File: config.mk
export PLATFORM = sky130hd
export DESIGN_NAME = dpt_host_ctrl
export DESIGN_NICKNAME = d
export VERILOG_FILES = /design/src/verilog/dpt_pkg.sv /design/src/verilog/dpt_host_ctrl.sv
export VERILOG_INCLUDE_DIRS = /design/src /design/src/verilog
export SDC_FILE = /design/constraint.sdc
export NUM_CORES = 1
export LEC_CHECK = 0
export BUFFER_PORTS_ARGS = -buffer_cell sky130_fd_sc_hd__buf_2
export CORE_MARGIN = 4
export CORE_UTILIZATION = 30
export CTS_CLUSTER_DIAMETER = 50
export DETAILED_ROUTE_END_ITERATION = 16
export PLACE_DENSITY = 0.47
export SETUP_SLACK_MARGIN = 0.2
export SLEW_MARGIN = 20
export SYNTH_ARGS = -nofsm -noshare
export SYNTH_HDL_FRONTEND = slang
export SYNTH_SLANG_ARGS = --single-unit
File: constraint.sdc
create_clock -name pclk -period 8.7 [get_ports pclk]
set_clock_uncertainty 0.15 [all_clocks]
set_input_delay 0.435 -clock pclk [delete_from_list [all_inputs] [get_ports pclk]]
set_output_delay 0.435 -clock pclk [all_outputs]
set_load 0.02 [all_outputs]
File: src/verilog/dpt_consts.svh
// constants for the parameter telegram host controller
// assumes inclusion by bare name from the design file and the testbench
`ifndef DPT_CONSTS_SVH
`define DPT_CONSTS_SVH
// ------------------------------------------------------------
// register byte offsets
// ------------------------------------------------------------
`define DPT_OFF_CTRL    8'h00
`define DPT_OFF_PID     8'h04
`define DPT_OFF_INDEX   8'h08
`define DPT_OFF_VALUE   8'h0c
`define DPT_OFF_PROC    8'h10
`define DPT_OFF_ADDR    8'h14
`define DPT_OFF_DTYPE   8'h18
`define DPT_OFF_STATUS  8'h1c
`define DPT_OFF_RVAL    8'h20
`define DPT_OFF_RPROC   8'h24
`define DPT_OFF_RPID    8'h28
`define DPT_OFF_SCALED  8'h2c
// ------------------------------------------------------------
// field positions
// ------------------------------------------------------------
`define DPT_CTRL_GO     0
`define DPT_CTRL_BCAST  1
`define DPT_CTRL_NLO    2
`define DPT_CTRL_NHI    4
`define DPT_ST_BUSY     0
`define DPT_ST_DONE     1
`define DPT_ST_TMO      2
`define DPT_ST_FAULT    3
`define DPT_ST_CFGERR   4
`define DPT_CMD_HI      15
`define DPT_CMD_LO      12
`define DPT_PNU_HI      10
// ------------------------------------------------------------
// command, response, data type and conversion codes
// ------------------------------------------------------------
`define DPT_CMD_NONE    4'h0
`define DPT_CMD_RD      4'h1
`define DPT_CMD_WR_W    4'h2
`define DPT_CMD_WR_EE_W 4'he
`define DPT_CMD_TEXT    4'hf
`define DPT_RSP_FAULT   4'h7
`define DPT_IDX_TXT_RD  8'h04
`define DPT_IDX_TXT_WR  8'h05
`define DPT_DT_I16      8'h03
`define DPT_DT_U8       8'h05
`define DPT_DT_U16      8'h06
`define DPT_DT_TEXT     8'h09
`define DPT_CONV_SPEC   8'h4a
`define DPT_CONV_X100   8'h02
`define DPT_CONV_X10    8'h01
// ------------------------------------------------------------
// framing sizes, addresses and timing
// ------------------------------------------------------------
`define DPT_HDR_BYTES   4'h4
`define DPT_VAL_BYTES   3'h4
`define DPT_LEN_FIXED   8'h0a
`define DPT_ADDR_BCAST  8'h00
`define DPT_ADDR_MAX    8'hf7
`define DPT_TMO_US      50000
`define DPT_CLK_MHZ     20
`endif

File: src/verilog/dpt_pkg.sv
// types for the parameter telegram host controller
// assumes dpt_consts.svh supplies all numeric constants
package dpt_pkg;
   typedef enum logic [1:0] {
      DPT_IDLE,
      DPT_SEND,
      DPT_WAIT
   } dpt_state_t;
endpackage

File: src/verilog/dpt_host_ctrl.sv
// host controller building parameter telegram data fields and parsing replies
// assumes a framer on pclk adds start, length, address and checksum bytes
// Functional notes
// - value field is two 16-bit words, meaning set by command code
// - host puts new value to write, leaves field empty to read
// - enumerated option is selected by its number in value field
// - text telegram length varies, carried in length byte
// - text read uses command F with index high byte 4
// - text write uses command F with index high byte 5
// - data type codes 3,4,5,6,7,9,10,13,33,35; unsigned has no sign
// - values travel as whole numbers scaled by conversion factor
// - conversion index 2,1,0 give 100,10,1; negatives and 74 fractions
// - process block: control then reference out, status then frequency back
// - command E writes single word to working and nonvolatile store
// - only master starts transactions, slave replies only to queries
// - command code bits 15:12, parameter number bits 10:0
`timescale 1ns/1ps
`include "dpt_consts.svh"

module dpt_host_ctrl #(
   parameter int unsigned RESP_TIMEOUT = `DPT_TMO_US * `DPT_CLK_MHZ
) (
   // clock and reset
   input  wire logic        pclk,
   input  wire logic        presetn,
   // apb slave
   input  wire logic        psel,
   input  wire logic        penable,
   input  wire logic        pwrite,
   input  wire logic [7:0]  paddr,
   input  wire logic [31:0] pwdata,
   output logic      [31:0] prdata,
   output logic             pready,
   output logic             pslverr,
   // request bytes toward the framer
   output logic      [7:0]  tx_byte,
   output logic             tx_valid,
   output logic             tx_last,
   output logic      [7:0]  tx_len,
   output logic      [7:0]  tx_addr,
   input  wire logic        tx_ready,
   // reply bytes from the framer
   input  wire logic [7:0]  rx_byte,
   input  wire logic        rx_valid,
   input  wire logic        rx_last
);

   // ------------------------------------------------------------
   // functions
   // ------------------------------------------------------------
   // picks byte k of header, n value bytes, then process words
   function automatic logic [7:0] frame_byte(input logic [3:0] k, input logic [31:0] hdr,
                                             input logic [31:0] val, input logic [2:0] n,
                                             input logic [31:0] process_word_block);
      logic [3:0] j;
      j = 4'h0;
      if (k < `DPT_HDR_BYTES) begin
         j = k;
         frame_byte = hdr[8'(31 - 8 * j) -: 8];
      end else if (k < `DPT_HDR_BYTES + {1'b0, n}) begin
         j = k - `DPT_HDR_BYTES;
         frame_byte = val[8'(31 - 8 * j) -: 8];   // high word first
      end else begin
         j = k - `DPT_HDR_BYTES - {1'b0, n};
         frame_byte = process_word_block[8'(31 - 8 * j) -: 8];   // control word then reference
      end
   endfunction

   // scales a transferred integer by a whole conversion factor
   function automatic logic [31:0] conv_scale(input logic [31:0] v, input logic [7:0] ci);
      if (ci == `DPT_CONV_X100)
         conv_scale = 32'(v * 32'h0000_0064);
      else if (ci == `DPT_CONV_X10)
         conv_scale = 32'(v * 32'h0000_000a);
      else
         conv_scale = v;                          // fractional factors left to software
   endfunction

   // ------------------------------------------------------------
   // registers
   // ------------------------------------------------------------
   dpt_pkg::dpt_state_t state_q;
   logic [31:0] prdata_q;
   logic        pready_q, pslverr_q;
   logic        bcast_q;
   logic [2:0]  nreq_q;
   logic [15:0] pid_q, index_q;
   logic [31:0] value_q, proc_q;
   logic [7:0]  addr_q, dtype_q, conv_q;
   logic        done_q, tmo_q, fault_q, cfgerr_q;
   logic [31:0] rval_q, rproc_q, scaled_q;
   logic [15:0] rpid_q;
   logic [31:0] sn_hdr_q, sn_val_q, sn_pcd_q;
   logic [2:0]  n_q;
   logic [3:0]  tx_idx_q, rx_cnt_q;
   logic [7:0]  tx_byte_q, tx_len_q, tx_addr_q;
   logic        tx_valid_q, tx_last_q;
   logic [31:0] wait_q;

   // ------------------------------------------------------------
   // apb decode
   // ------------------------------------------------------------
   // answer in the second access cycle; pready drops right after
   wire        acc_w    = psel && penable && !pready_q;
   wire        wr_w     = psel && penable && pready_q && pwrite;
   wire        hit_ctrl = (paddr == `DPT_OFF_CTRL);
   wire        hit_stat = (paddr == `DPT_OFF_STATUS);
   wire        mapped_w = (paddr[1:0] == 2'b00) && (paddr <= `DPT_OFF_SCALED);
   wire        idle_w   = (state_q == dpt_pkg::DPT_IDLE);
   wire [3:0]  cmd_w    = pid_q[`DPT_CMD_HI:`DPT_CMD_LO];
   wire [7:0]  ihi_w    = index_q[15:8];
   wire [7:0]  st_w     = {3'h0, cfgerr_q, fault_q, tmo_q, done_q, !idle_w};
   wire [7:0]  cexp_w   = (conv_q == `DPT_CONV_SPEC) ? 8'hff : conv_q;         // index 74 means 0.1
   wire [31:0] rd_mux_w =
      (paddr == `DPT_OFF_CTRL)   ? {27'h0, nreq_q, bcast_q, 1'b0} :
      (paddr == `DPT_OFF_PID)    ? {16'h0, pid_q} :
      (paddr == `DPT_OFF_INDEX)  ? {16'h0, index_q} :
      (paddr == `DPT_OFF_VALUE)  ? value_q :
      (paddr == `DPT_OFF_PROC)   ? proc_q :
      (paddr == `DPT_OFF_ADDR)   ? {24'h0, addr_q} :
      (paddr == `DPT_OFF_DTYPE)  ? {16'h0, conv_q, dtype_q} :
      (paddr == `DPT_OFF_STATUS) ? {16'h0, cexp_w, st_w} :
      (paddr == `DPT_OFF_RVAL)   ? rval_q :
      (paddr == `DPT_OFF_RPROC)  ? rproc_q :
      (paddr == `DPT_OFF_RPID)   ? {16'h0, rpid_q} :
      (paddr == `DPT_OFF_SCALED) ? scaled_q : 32'h0000_0000;

   // ------------------------------------------------------------
   // request checks and frame set-up
   // ------------------------------------------------------------
   wire txt_w     = (cmd_w == `DPT_CMD_TEXT);
   wire txt_wr_w  = txt_w && (ihi_w == `DPT_IDX_TXT_WR);
   wire bad_txt_w = txt_w && ((dtype_q != `DPT_DT_TEXT) ||
                    ((ihi_w != `DPT_IDX_TXT_RD) && (ihi_w != `DPT_IDX_TXT_WR)));
   // a go write carries its own broadcast flag and char count; the stored copies lag by one cycle
   wire        bc_w      = pwdata[`DPT_CTRL_BCAST];
   wire [2:0]  nc_w      = pwdata[`DPT_CTRL_NHI:`DPT_CTRL_NLO];
   wire bad_adr_w = !bc_w && ((addr_q == `DPT_ADDR_BCAST) || (addr_q > `DPT_ADDR_MAX));
   wire go_w      = wr_w && hit_ctrl && pwdata[`DPT_CTRL_GO] && idle_w;
   wire start_w   = go_w && !bad_txt_w && !bad_adr_w;
   wire reject_w  = go_w && (bad_txt_w || bad_adr_w);
   // text writes carry n chars, text reads none, others the full value field
   wire [2:0]  n_w   = txt_wr_w ? nc_w : (txt_w ? 3'h0 : `DPT_VAL_BYTES);
   wire        rd_w  = (cmd_w == `DPT_CMD_RD) || (cmd_w == `DPT_CMD_NONE);
   wire        one_w = (cmd_w == `DPT_CMD_WR_W) || (cmd_w == `DPT_CMD_WR_EE_W);
   // single word writes: signed 16 extends, unsigned types carry no sign
   wire [15:0] ext_w = (dtype_q == `DPT_DT_I16) ? {16{value_q[15]}} : 16'h0000;
   wire [15:0] low_w = (dtype_q == `DPT_DT_U8) ? {8'h00, value_q[7:0]} : value_q[15:0];
   wire [31:0] val_w = rd_w ? 32'h0000_0000 :
                       (one_w ? {ext_w, low_w} : value_q);
   // only the low index byte is an array index outside text transfers
   wire [15:0] ind_w = txt_w ? index_q : {8'h00, index_q[7:0]};
   wire [15:0] pke_w = {cmd_w, 1'b0, pid_q[`DPT_PNU_HI:0]};
   wire [3:0]  nb_w  = `DPT_HDR_BYTES + `DPT_HDR_BYTES + {1'b0, n_q};
   wire        tx_go = tx_valid_q && tx_ready;
   wire        tx_end_w = tx_go && (tx_idx_q == nb_w - 4'h1);
   wire        rx_w   = rx_valid && (state_q == dpt_pkg::DPT_WAIT);
   wire        rx_end_w = rx_w && rx_last;
   wire        tmo_w  = (state_q == dpt_pkg::DPT_WAIT) && !rx_w && (wait_q == RESP_TIMEOUT - 1);
   wire [15:0] rpid_w = (rx_cnt_q == 4'h1) ? {rpid_q[15:8], rx_byte} : rpid_q;
   wire        clr_w  = wr_w && hit_stat;

   // ------------------------------------------------------------
   // apb answer
   // ------------------------------------------------------------
   always_ff @(posedge pclk or negedge presetn) begin
      if (!presetn) begin
         pready_q  <= 1'b0;
         pslverr_q <= 1'b0;
         prdata_q  <= 32'h0000_0000;
      end else begin
         pready_q  <= acc_w;
         pslverr_q <= acc_w && !mapped_w;
         if (acc_w) begin
            prdata_q <= rd_mux_w;
         end
      end
   end

   // ------------------------------------------------------------
   // software registers
   // ------------------------------------------------------------
   always_ff @(posedge pclk or negedge presetn) begin
      if (!presetn) begin
         {bcast_q, nreq_q} <= 4'h0;
         {pid_q, index_q}  <= 32'h0000_0000;
         {value_q, proc_q} <= 64'h0;
         {addr_q, dtype_q, conv_q} <= 24'h00_0000;
      end else if (wr_w) begin
         if (hit_ctrl) {nreq_q, bcast_q} <= pwdata[`DPT_CTRL_NHI:`DPT_CTRL_BCAST];
         if (paddr == `DPT_OFF_PID) pid_q <= pwdata[15:0];
         if (paddr == `DPT_OFF_INDEX) index_q <= pwdata[15:0];
         if (paddr == `DPT_OFF_VALUE) value_q <= pwdata;
         if (paddr == `DPT_OFF_PROC) proc_q <= pwdata;
         if (paddr == `DPT_OFF_ADDR) addr_q <= pwdata[7:0];
         if (paddr == `DPT_OFF_DTYPE) {conv_q, dtype_q} <= pwdata[15:0];
      end
   end

   // sticky flags: a set in the clearing cycle wins
   always_ff @(posedge pclk or negedge presetn) begin
      if (!presetn) begin
         {done_q, tmo_q, fault_q, cfgerr_q} <= 4'h0;
      end else begin
         done_q   <= (done_q && !(clr_w && pwdata[`DPT_ST_DONE])) || rx_end_w || tmo_w ||
                     (tx_end_w && bcast_q);
         tmo_q    <= (tmo_q && !(clr_w && pwdata[`DPT_ST_TMO])) || tmo_w;
         fault_q  <= (fault_q && !(clr_w && pwdata[`DPT_ST_FAULT])) ||
                     (rx_end_w && rpid_w[`DPT_CMD_HI:`DPT_CMD_LO] == `DPT_RSP_FAULT);
         cfgerr_q <= (cfgerr_q && !(clr_w && pwdata[`DPT_ST_CFGERR])) || reject_w;
      end
   end

   // ------------------------------------------------------------
   // sequencer
   // ------------------------------------------------------------
   // one query at a time; broadcasts expect no reply
   always_ff @(posedge pclk or negedge presetn) begin
      if (!presetn) begin
         state_q <= dpt_pkg::DPT_IDLE;
      end else begin
         unique case (state_q)
            dpt_pkg::DPT_IDLE: if (start_w) state_q <= dpt_pkg::DPT_SEND;
            dpt_pkg::DPT_SEND: if (tx_end_w) state_q <= bcast_q ? dpt_pkg::DPT_IDLE
                                                                : dpt_pkg::DPT_WAIT;
            dpt_pkg::DPT_WAIT: if (rx_end_w || tmo_w) state_q <= dpt_pkg::DPT_IDLE;
            default: state_q <= dpt_pkg::DPT_IDLE;
         endcase
      end
   end

   // snapshot so software may reprogram while a frame is out
   always_ff @(posedge pclk or negedge presetn) begin
      if (!presetn) begin
         {sn_hdr_q, sn_val_q, sn_pcd_q} <= 96'h0;
         n_q <= 3'h0;
      end else if (start_w) begin
         sn_hdr_q <= {pke_w, ind_w};
         sn_val_q <= val_w;
         sn_pcd_q <= proc_q;                    // control word in the high half
         n_q      <= n_w;
      end
   end

   // byte stream toward the framer, valid held until taken
   always_ff @(posedge pclk or negedge presetn) begin
      if (!presetn) begin
         {tx_valid_q, tx_last_q} <= 2'b00;
         {tx_byte_q, tx_len_q, tx_addr_q} <= 24'h00_0000;
         tx_idx_q <= 4'h0;
      end else if (start_w) begin
         tx_valid_q <= 1'b1;
         tx_idx_q   <= 4'h0;
         tx_byte_q  <= pke_w[15:8];
         tx_last_q  <= 1'b0;
         tx_len_q   <= `DPT_LEN_FIXED + {5'h00, n_w};
         tx_addr_q  <= bc_w ? `DPT_ADDR_BCAST : addr_q;
      end else if (tx_end_w) begin
         {tx_valid_q, tx_last_q} <= 2'b00;
      end else if (tx_go) begin
         tx_idx_q  <= tx_idx_q + 4'h1;
         tx_byte_q <= frame_byte(tx_idx_q + 4'h1, sn_hdr_q, sn_val_q, n_q, sn_pcd_q);
         tx_last_q <= (tx_idx_q + 4'h2 == nb_w);
      end
   end

   // reply capture: header, value field, last four bytes are process words
   always_ff @(posedge pclk or negedge presetn) begin
      if (!presetn) begin
         {rval_q, rproc_q, scaled_q} <= 96'h0;
         rpid_q   <= 16'h0000;
         rx_cnt_q <= 4'h0;
         wait_q   <= 32'h0000_0000;
      end else if (start_w) begin
         rx_cnt_q <= 4'h0;
         wait_q   <= 32'h0000_0000;
      end else if (rx_w) begin
         rx_cnt_q <= (rx_cnt_q == 4'hf) ? rx_cnt_q : rx_cnt_q + 4'h1;
         rpid_q   <= (rx_cnt_q == 4'h0) ? {rx_byte, rpid_q[7:0]} : rpid_w;
         if (rx_cnt_q >= `DPT_HDR_BYTES && rx_cnt_q < 4'h8)
            rval_q <= {rval_q[23:0], rx_byte};
         rproc_q  <= {rproc_q[23:0], rx_byte};                                      // status then frequency
         if (rx_last)
            scaled_q <= conv_scale(rval_q, conv_q);
      end else if (state_q == dpt_pkg::DPT_WAIT) begin
         wait_q <= wait_q + 32'h0000_0001;
      end
   end

   assign prdata   = prdata_q;
   assign pready   = pready_q;
   assign pslverr  = pslverr_q;
   assign tx_byte  = tx_byte_q;
   assign tx_valid = tx_valid_q;
   assign tx_last  = tx_last_q;
   assign tx_len   = tx_len_q;
   assign tx_addr  = tx_addr_q;
endmodule

# Word-level counts from Yosys, hierarchy flattened
# Cells that the tools add are included.
classes:
  n_addsub: 13
  n_mul: 2
  magnitude_cmp: 6
  eq_ne: 38
  n_shift: 3
  mux: 49
  n_bitwise: 2
  reduce_logical: 84
op_table:
  columns: ["cell", "count"]
  rows:
  - ["32-bit 2-to-1 mux", 19]
  - ["39-bit by 9-bit indexed part select with 8-bit output", 3]
  - ["16-bit 2-to-1 mux", 4]
  - ["8-bit 2-to-1 mux", 8]
  - ["1-bit logical AND", 34]
  - ["32-bit by 1-bit adder with 32-bit output (second input constant)", 1]
  - ["32-bit by 20-bit equality test with 1-bit output (second input constant)", 1]
  - ["8-bit by 5-bit equality test with 1-bit output (second input constant)", 4]
  - ["8-bit by 6-bit equality test with 1-bit output (second input constant)", 4]
  - ["32-bit by 3-bit multiplier with 31-bit output (second input constant)", 1]
  - ["32-bit by 5-bit multiplier with 30-bit output (second input constant)", 1]
  - ["8-bit by 3-bit equality test with 1-bit output (second input constant)", 3]
  - ["4-bit 2-to-1 mux", 6]
  - ["5-bit by 7-bit subtractor with 8-bit output (first input constant)", 3]
  - ["2-bit AND reduction", 11]
  - ["8-bit by 2-bit equality test with 1-bit output (second input constant)", 2]
  - ["8-bit by 4-bit equality test with 1-bit output (second input constant)", 2]
  - ["8-bit zero test", 2]
  - ["8-bit by 3-bit inequality test with 1-bit output (second input constant)", 2]
  - ["4-bit equality test (second input constant)", 3]
  - ["1-bit logical OR", 12]
  - ["3-bit AND reduction", 4]
  - ["1-bit zero test", 11]
  - ["2-bit inequality test (second input constant)", 5]
  - ["34 further kinds", 51]
word_totals:
  regBits: 440
  in_bits: 56
  out_inout_bits: 60
  wordCells: 232

# Depth between registers and ports, before layout
# Gate-level depths: netlist (run 1).
depth:
  word_depth: 13
  ltp_mapped: 15
  depth_no_buf: 15

# Worst setup path after synthesis (run 1)
# OpenSTA, ideal clock, no wires.
synth_path:
  path_type: "register -> register"
  from: "reg rval_q[2]"
  to: "reg scaled_q[30]"
  t_arrival_ns: 3.583
  required_time_ns: 8.446
  slack_ns: 4.863
  path_stages_with_launch: 14
  path_buffers: 0
  cell_sequence: "dfrtp_1 -> ha_1 -> ha_1 -> fa_1 -> ha_1 -> a211oi_1 -> nor4_2 -> nor3b_2 -> o31ai_2 -> a211o_1 -> a21oi_1 -> o21ai_1 -> xnor2_1 -> a221oi_1"
synth_via:
  elab_chain_cells: 3
  elab_cells_between_ends: 4
  classes_between: "mul (2); mux (2)"
synth_rtl:
  columns: ["item", "line", "source"]
  rows:
  - ["from (decl)", "dpt_host_ctrl.sv:91", "logic [31:0] rval_q, rproc_q, scaled_q;"]
  - ["from (signal assigned)", "dpt_host_ctrl.sv:281", "rval_q <= {rval_q[23:0], rx_byte};"]
  - ["32-bit by 3-bit multiplier with 31-bit output", "dpt_host_ctrl.sv:74", "conv_scale = 32'(v * 32'h0000_000a);"]
  - ["32-bit 2-to-1 mux", "dpt_host_ctrl.sv:73", "else if (ci == `DPT_CONV_X10)"]
  - ["32-bit 2-to-1 mux *", "dpt_host_ctrl.sv:71", "if (ci == `DPT_CONV_X100)"]
  - ["to (signal assigned)", "dpt_host_ctrl.sv:284", "scaled_q <= conv_scale(rval_q, conv_q);"]
  - ["to (decl)", "dpt_host_ctrl.sv:91", null]
# Mark *: on every way between the ends. The rest lies on a longest branch, timed or not.
# A chain may end at the register's enable or synchronous reset.

# Worst setup path in the final report (run 1)
layout_path:
  from: "reg rval_q[2]"
  to: "reg scaled_q[25]"
# Same word-level chain as after synthesis.

==> reports/results.ini, run 1 <==
[clocking]
cts_root_buffer=clkbuf_16
clk_latency_ns=0.64
htreeDepth=2
clock-sinks=436
postCtsSetupBuffers=0
clk_pin_slew_ns=0.05
cts_made_buffers=58
ctsResizeCount=0
clock_path_buffers=3
cts_tree=done
postCtsHoldBufs=34

[worst_setup_path]
end_kind=flop
cp-start-kind=flop
worstPathArrival_ns=4.74
path_max_fanout=9
cp.required_ns=9.06
crit_type=flop to flop

[layout]
area_delta_synth_final_pct=16.2
layoutNonFillerInstCount=3699
multi_input_area_sq_mm=0.0125
final_area_sq_mm=0.0284
fill_cells=8097
final_common_cell=nand2_1
register_area_sq_mm=0.0109
layout_common_cells=516 x nand2_1, 436 x dfrtp_1, 158 x mux2_2
fin_util_pct=35.2
num-nets-final=2822
drive_gt1_share_pct=17.0

[timing]
rsz0062_at_grt=false
fin_crit_sh_pct=50.3
setup_ws_ns=4.32
setup_viol=0
tns_ns=0
finalHoldViolations=0
period_needed_ns=4.38
fmax_mhz=229
whs_ns=0.0424
max_slew_margin_pct=25.3
final-max-slew-violation-count=0
tightest_slew_ns=1.12

[synthesis]
yosysTopAreaCell=dfrtp_1
synth-seq-cells=436
ys_warn_count=0
syn-cell-area_sq_mm=0.0244
synth_edf_count=0
yosysTopAreaCellShare_pct=44.6
async_flop_share_pct=100
synth_top_flop_cell=dfrtp_1
synthTopCellsByArea=dfrtp_1 45%, nand2_1 7.9%, ha_1 7.6%
syn_inst=2469
synth_seq_area_share_pct=44.6
synth_cell_type_count=79
synth.avg_cell_area_sq_um=9.90

[hold_path]
hp-class=input pin to flop

[pwr]
peakVddDrop_v=0.000139
powerDensity_mw_per_mm2=160
finalPower_mw=4.56
p_leak_nw=14.2

[route]
drc=0
antenna_left=0
vias=19200
viasPerCell=5.20
avgRoutedWirePerCell_um=21.9
drt-pass1-iter-count=7
drt_iter0_drc=1571
wirelength_mm=81.0

[global_route]
globalRouteOverflowTotal=0
grt_pass1_vias=19400
grt_max_degree=173
grt_usage_pct=18.6
grt_pass1_wl_mm=123
grt_antenna_before_repair=8

[placement]
gp_congestion=0.883
port_buffers=112
dp_slack_ns=4.28
placed_cells=3556
placed_area_sq_mm=0.0261
dp.final_hpwl_mm=58.5

[die]
core_area_sq_mm=0.0807
die-area_sq_mm=0.0861
pin_count=116
start_util_pct=30.3
die_x_um=293
die_y_um=293
row_count=104

[flow_run]
cap_violations=0

[run_status]
status=finished, final reports clean

-- worst paths after layout --
| check | startpoint | endpoint | slack, ns | cells after the start |
|---|---|---|---|---|
| max in group asynchronous | presetn | pready | 6.64 | 3 |
| min in group asynchronous | presetn | sn_pcd_q[29] | 0.30 | 2 |
| max reg2reg | rval_q[2] | scaled_q[25] | 4.32 | 13 |
| max | rval_q[2] | scaled_q[25] | 4.32 | 13 |
| min reg2reg | tx_addr[6] | tx_addr[6] | 0.31 | 2 |
| min | tx_ready | tx_last | 0.04 | 4 |
-- flip-flops by register name, indices dropped and copies added, names as in the netlist, 3 cells and up --
signal and flops:
prdata 32, scaled_q 32, n_q 3, conv_q 8, rproc_q 32, sn_hdr_q 31, sn_val_q 32, tx_len 4
rval_q 32, value_q 32, rpid_q 16, dtype_q 8, wait_q 32, tx_idx_q 4, proc_q 32, index_q 16
rx_cnt_q 4, addr_q 8, tx_byte 8, tx_addr 8, pid_q 16, sn_pcd_q 32, nreq_q 3
-- routing by layer --
metal	vias to the layer above	routed length (um)	track usage, %	part of all wire (%)
met5	-	45	0	0.056
met4	6	1560	4.00	1.9
met3	103	4570	3.61	5.6
met2	459	39200	31.2	48
met1	9730	35600	24.9	44
li1	8939	-	-	-
-- Yosys cell counts (all sizes together), types with 5 or more instances --
cell type	count
nor3	22
dfrtp	436
xor2	47
nor2b	10
nand2	518
ha	149
and3	13
a221oi	20
a222oi	28
and4	5
nor2	115
a221o	6
fa	26
buf	50
a21oi	104
mux4	24
clkbuf	66
o221ai	8
or3	9
a22o	20
mux2i	16
a211oi	13
inv	140
nand2b	7
nor4	13
xnor2	44
a31oi	14
nand4	13
a21o	19
o21a	11
o211ai	17
nand3b	12
and2	13
a22oi	36
o21ai	143
o21bai	6
mux2	158
nand3	53
o22ai	12
-- critical path: stages, from the launching register on --
cell and delay, ns:
dfrtp_1 0.52, ha_1 0.36, ha_1 0.31, fa_1 0.48, ha_1 0.28, a211oi_1 0.34
o211ai_1 0.23, a21oi_1 0.38, nor4_1 0.09, a2111oi_0 0.60, o21ai_0 0.19, xor2_1 0.18
o22ai_1 0.12, nor2_1 0.06
-- layout make-up --
class                   instances  share of cell area [%]
inverters                     141                    1.87
repair buffers                176                    4.11
clock inverters                23                   0.920
well taps                    1060                    4.67
multi-input cells            1778                    44.1
clock buffers                  80                    5.90
flip-flops and latches        436                    38.4
diodes                          5                  0.0440
-- power breakdown --
group          switching, mW  internal, mW
logic                 0.0958        0.0341
clock network          0.978          1.42
registers            0.00347          2.03
total                   1.08          3.48
-- cell families after synthesis --
| family | count (synthesis) | synth area share [%] |
|---|---|---|
| muxes | 198 | 10.1 |
| other | 1 | 0.0153 |
| AOI/OAI and AO/OA | 485 | 13.0 |
| xor gates and xnor gates | 91 | 3.26 |
| buffers and inverters | 257 | 4.37 |
| adders and majority gates | 175 | 9.75 |
| DFF | 436 | 44.6 |
| and+or+nand+nor | 826 | 14.8 |
(Power assumes the default switching activity.)
==> run 2, diff against run 1 <==
- ABC_AREA: default -> 1
- PLACE_DENSITY: 0.47 -> 0.48
- clock period: 8.7 -> 3.6 ns (I/O delays scaled with it)
==> run 2 against run 1 <==
Global-route usage rose by 2.1 points. First-iteration DRC count is 17% higher. Power rose to 7.2 times the previous value. Core utilization increased by 1.7 points. Cell count is 37% higher. Final area is 15% higher. Die area increased by 8.7%. Synthesized cell count is 48% higher. Worst hold slack improved by 0.0056 ns. Largest cell class unchanged. Setup slack got worse by 4.0 ns.
==> reports/results.ini, run 2 <==
[run_status]
status=finished, final reports clean  ; unchanged

[timing]
tns_ns=0  ; unchanged
max_slew_margin_pct=35.5  ; was 25.3%
tightest_slew_ns=0.967  ; was 1.12 ns
setup_viol=0  ; unchanged
fmax_mhz=306  ; was 229 MHz
period_needed_ns=3.27  ; was 4.38 ns
finalHoldViolations=0  ; unchanged
fin_crit_sh_pct=90.7  ; was 50.3%
setup_ws_ns=0.334  ; was 4.32 ns
final-max-slew-violation-count=0  ; unchanged
rsz0062_at_grt=true  ; was false

[layout]
area_delta_synth_final_pct=22.2  ; was 16.2%
fill_cells=9358  ; was 8097
layoutNonFillerInstCount=5084  ; was 3699
num-nets-final=4095  ; was 2822
drive_gt1_share_pct=12.5  ; was 17.0%
final_common_cell=nand2_1  ; unchanged
layout_common_cells=1058 x nand2_1, 492 x inv_1, 419 x dfrtp_1  ; was 516 x nand2_1, 436 x dfrtp_1, 158 x mux2_2

[placement]
placed_cells=4887  ; was 3556
gp_congestion=0.889  ; was 0.883
port_buffers=112  ; unchanged
dp.final_hpwl_mm=73.8  ; was 58.5 mm
dp_slack_ns=0.120  ; was 4.28 ns

[clocking]
clock-sinks=436  ; unchanged
clk_pin_slew_ns=0.06  ; was 0.05 ns
cts_tree=done  ; unchanged
clk_latency_ns=0.61  ; was 0.64 ns
cts_made_buffers=70  ; was 58
clock_path_buffers=3  ; unchanged
cts_root_buffer=clkbuf_16  ; unchanged
htreeDepth=3  ; was 2

[route]
antenna_left=0  ; unchanged
avgRoutedWirePerCell_um=19.5  ; was 21.9 um
viasPerCell=4.88  ; was 5.20
drc=0  ; unchanged
drt_iter0_drc=1843  ; was 1571
vias=24800  ; was 19200
drt-pass1-iter-count=7  ; unchanged
wirelength_mm=98.9  ; was 81.0 mm

[synthesis]
synth_seq_area_share_pct=40.9  ; was 44.6%
syn_inst=3647  ; was 2469
yosysMostFrequentCell=nand2_1  ; unchanged
synth-seq-cells=436  ; unchanged
yosysTopAreaCellShare_pct=40.9  ; was 44.6%
syn-cell-area_sq_mm=0.0266  ; was 0.0244 sq mm
async_flop_share_pct=100  ; unchanged
synth.avg_cell_area_sq_um=7.31  ; was 9.90 sq um
synthTopCellsByArea=dfrtp_1 41%, nand2_1 15%, o21ai_0 7.7%  ; was dfrtp_1 45%, nand2_1 7.9%, ha_1 7.6%
synth_cell_type_count=60  ; was 79
synth_edf_count=0  ; unchanged
yosys-top-cells-count=1090 x nand2_1, 493 x inv_1, 436 x dfrtp_1  ; was 517 x nand2_1, 436 x dfrtp_1, 158 x mux2_2
yosysTopAreaCell=dfrtp_1  ; unchanged
ys_warn_count=0  ; unchanged
synth_top_flop_cell=dfrtp_1  ; unchanged

[global_route]
globalRouteOverflowTotal=0  ; unchanged
grt_pass1_wl_mm=150  ; was 123 mm
grt_max_degree=102  ; was 173
grt_usage_pct=20.6  ; was 18.6%
grt_antenna_before_repair=2  ; was 8
grt_pass1_vias=24100  ; was 19400

[worst_setup_path]
setup.worst_path.start=rval_q[4]  ; was rval_q[2]
cpPeakStageDelay_ns=0.49  ; was 0.60 ns
rr_worst_depth=19  ; was 13
end_kind=flop  ; unchanged
cp_slowest_cell=fa_1  ; was a2111oi_0
r2r-start=rval_q[4]  ; was rval_q[2]
crit_top_cell=nand2_1  ; was ha_1
cp-start-kind=flop  ; unchanged
critPathCapture=scaled_q[25]  ; unchanged
r2r_end=scaled_q[25]  ; unchanged
crit_buf_inv=2  ; was 0
reg2reg_slack_ns=0.33  ; was 4.32 ns
crit_type=flop to flop  ; unchanged
path_cells=ha_1 -> ha_1 -> inv_1 -> fa_1 -> inv_1 -> ha_4 -> nand2_1 -> nor2_1 -> nand2_1 -> nand2_2 -> nand3_1 -> nand2_2 -> nand2_1 -> nand2_1 -> nand2_1 -> nand3_1 -> nand2_1 -> nand2_1 -> nand2_1  ; was ha_1 -> ha_1 -> fa_1 -> ha_1 -> a211oi_1 -> o211ai_1 -> a21oi_1 -> nor4_1 -> a2111oi_0 -> o21ai_0 -> xor2_1 -> o22ai_1 -> nor2_1
worstPathArrival_ns=3.59  ; was 4.74 ns
critPathTopFamily=adder cells  ; was compound AO/OA/AOI/OAI gates
path_max_fanout=5  ; was 9
worst-path-stages=19  ; was 13
cp.required_ns=3.93  ; was 9.06 ns

[die]
die-area_sq_mm=0.0937  ; was 0.0861 sq mm
pin_count=116  ; unchanged
die_x_um=306  ; was 293 um
die_y_um=306  ; was 293 um
core_area_sq_mm=0.0882  ; was 0.0807 sq mm
start_util_pct=30.2  ; was 30.3%
row_count=109  ; was 104

[flow_run]
cap_violations=0  ; unchanged

[pwr]
p_leak_nw=16.4  ; was 14.2 nW
powerDensity_mw_per_mm2=1010  ; was 160 mW/mm^2
peakVddDrop_v=0.000883  ; was 0.000139 V

[hold_path]
hp-class=input pin to flop  ; unchanged
min-delay-start=paddr[3]  ; was tx_ready

## run 2: cell count changes in the layout (fill, tap and decap cells not counted), sizes merged, moves of 34 or more
| cell | delta |
|---|---|
| nand4 | +34 |
| inv | +359 |
| nor2 | +193 |
| buf | +79 |
| a21oi | +79 |
| mux2 | -158 |
| a22oi | -36 |
| nand3 | +97 |
| nand2 | +575 |
| o21ai | +269 |
## run 2: final cells by class
class / count / area [sq um] / area share [%]
antenna: 1 / 2.50 / 0.00769
multi-input combinational: 2584 / 13800 / 42.4
inverter: 500 / 1880 / 5.76
clock inverter: 44 / 562 / 1.73
clock buffer: 82 / 1910 / 5.86
tap: 1165 / 1460 / 4.48
sequential: 436 / 10900 / 33.6
timing repair buffer: 272 / 2000 / 6.14
## run 2: routing by layer
| layer | wire length (um) | part of all wire (%) | global-route usage [%] | vias to the layer above |
|---|---|---|---|---|
| met4 | 1600 | 1.6 | 3.97 | 0 |
| met2 | 45600 | 46 | 33.3 | 549 |
| met1 | 47200 | 48 | 29.8 | 12000 |
| li1 | - | - | - | 12100 |
| met5 | 0 | 0 | 0 | - |
| met3 | 4460 | 4.5 | 2.80 | 104 |
## run 2: cells by family (layout without fill, tap and decap cells)
kind of cell / after synthesis / in the layout / share of synthesized area (%)
xor gates and xnor gates: 40 / 40 / 1.31
and+or+nand+nor: 1674 / 1674 / 25.7
other: 1 / 4 / 0.0141
muxes: 1 / 1 / 0.0376
DFF: 436 / 436 / 40.9
adders and majority gates: 175 / 175 / 8.95
AOI/OAI and AO/OA: 691 / 691 / 14.0
buffers and inverters: 629 / 898 / 9.07
## run 2: how the worst min path moves through the flow
stage / to / depth (start not counted) / slack [ns]
after floorplan: addr_q[0] / 0 / -0.27
after global placement: wait_q[19] / 1 / 0.16
after detailed placement: wait_q[19] / 1 / 0.17
after CTS: nreq_q[0] / 6 / 0.01
after global routing: nreq_q[0] / 6 / 0.08
final: nreq_q[2] / 6 / 0.05
## run 2: where the power goes
part	leakage [nW]	switching (mW)	total [mW]	internal [mW]
registers	5.72	0.727	6.34	5.61
clock network	1.18	2.68	7.13	4.44
logic	9.55	12.0	19.5	7.47
total	16.4	15.4	33.0	17.5
## run 2: metrics by stage
step	util, %	hold slack (ns)	cell area [sq um]	power [mW]
after floorplan	-	-0.266	26700	17.8
after global placement	32.8	0.157	29000	22.8
after detailed placement	32.8	0.165	29000	22.8
after CTS	36.3	0.0140	32000	30.3
after global routing	36.9	0.0809	32600	35.8
final	36.9	0.0480	32600	33.0
## run 2: what timing repair did
item | 4_1_cts | 5_1_grt
endpoints found under the hold margin | 256 | 0
buffers inserted | 3 | 16
gates resized for setup | 13 | 106
endpoints found under the setup margin | 16 | 27
pin swaps | 1 | 17
hold buffers | 51 | 0
## run 2: worst reg2reg max path, delay by kind of cell (launching register included)
family / cells / cell delay [ns]
fa+ha+maj: 4 / 1.39
buf+inv: 2 / 0.12
flops: 1 / 0.44
simple gates: 13 / 1.02
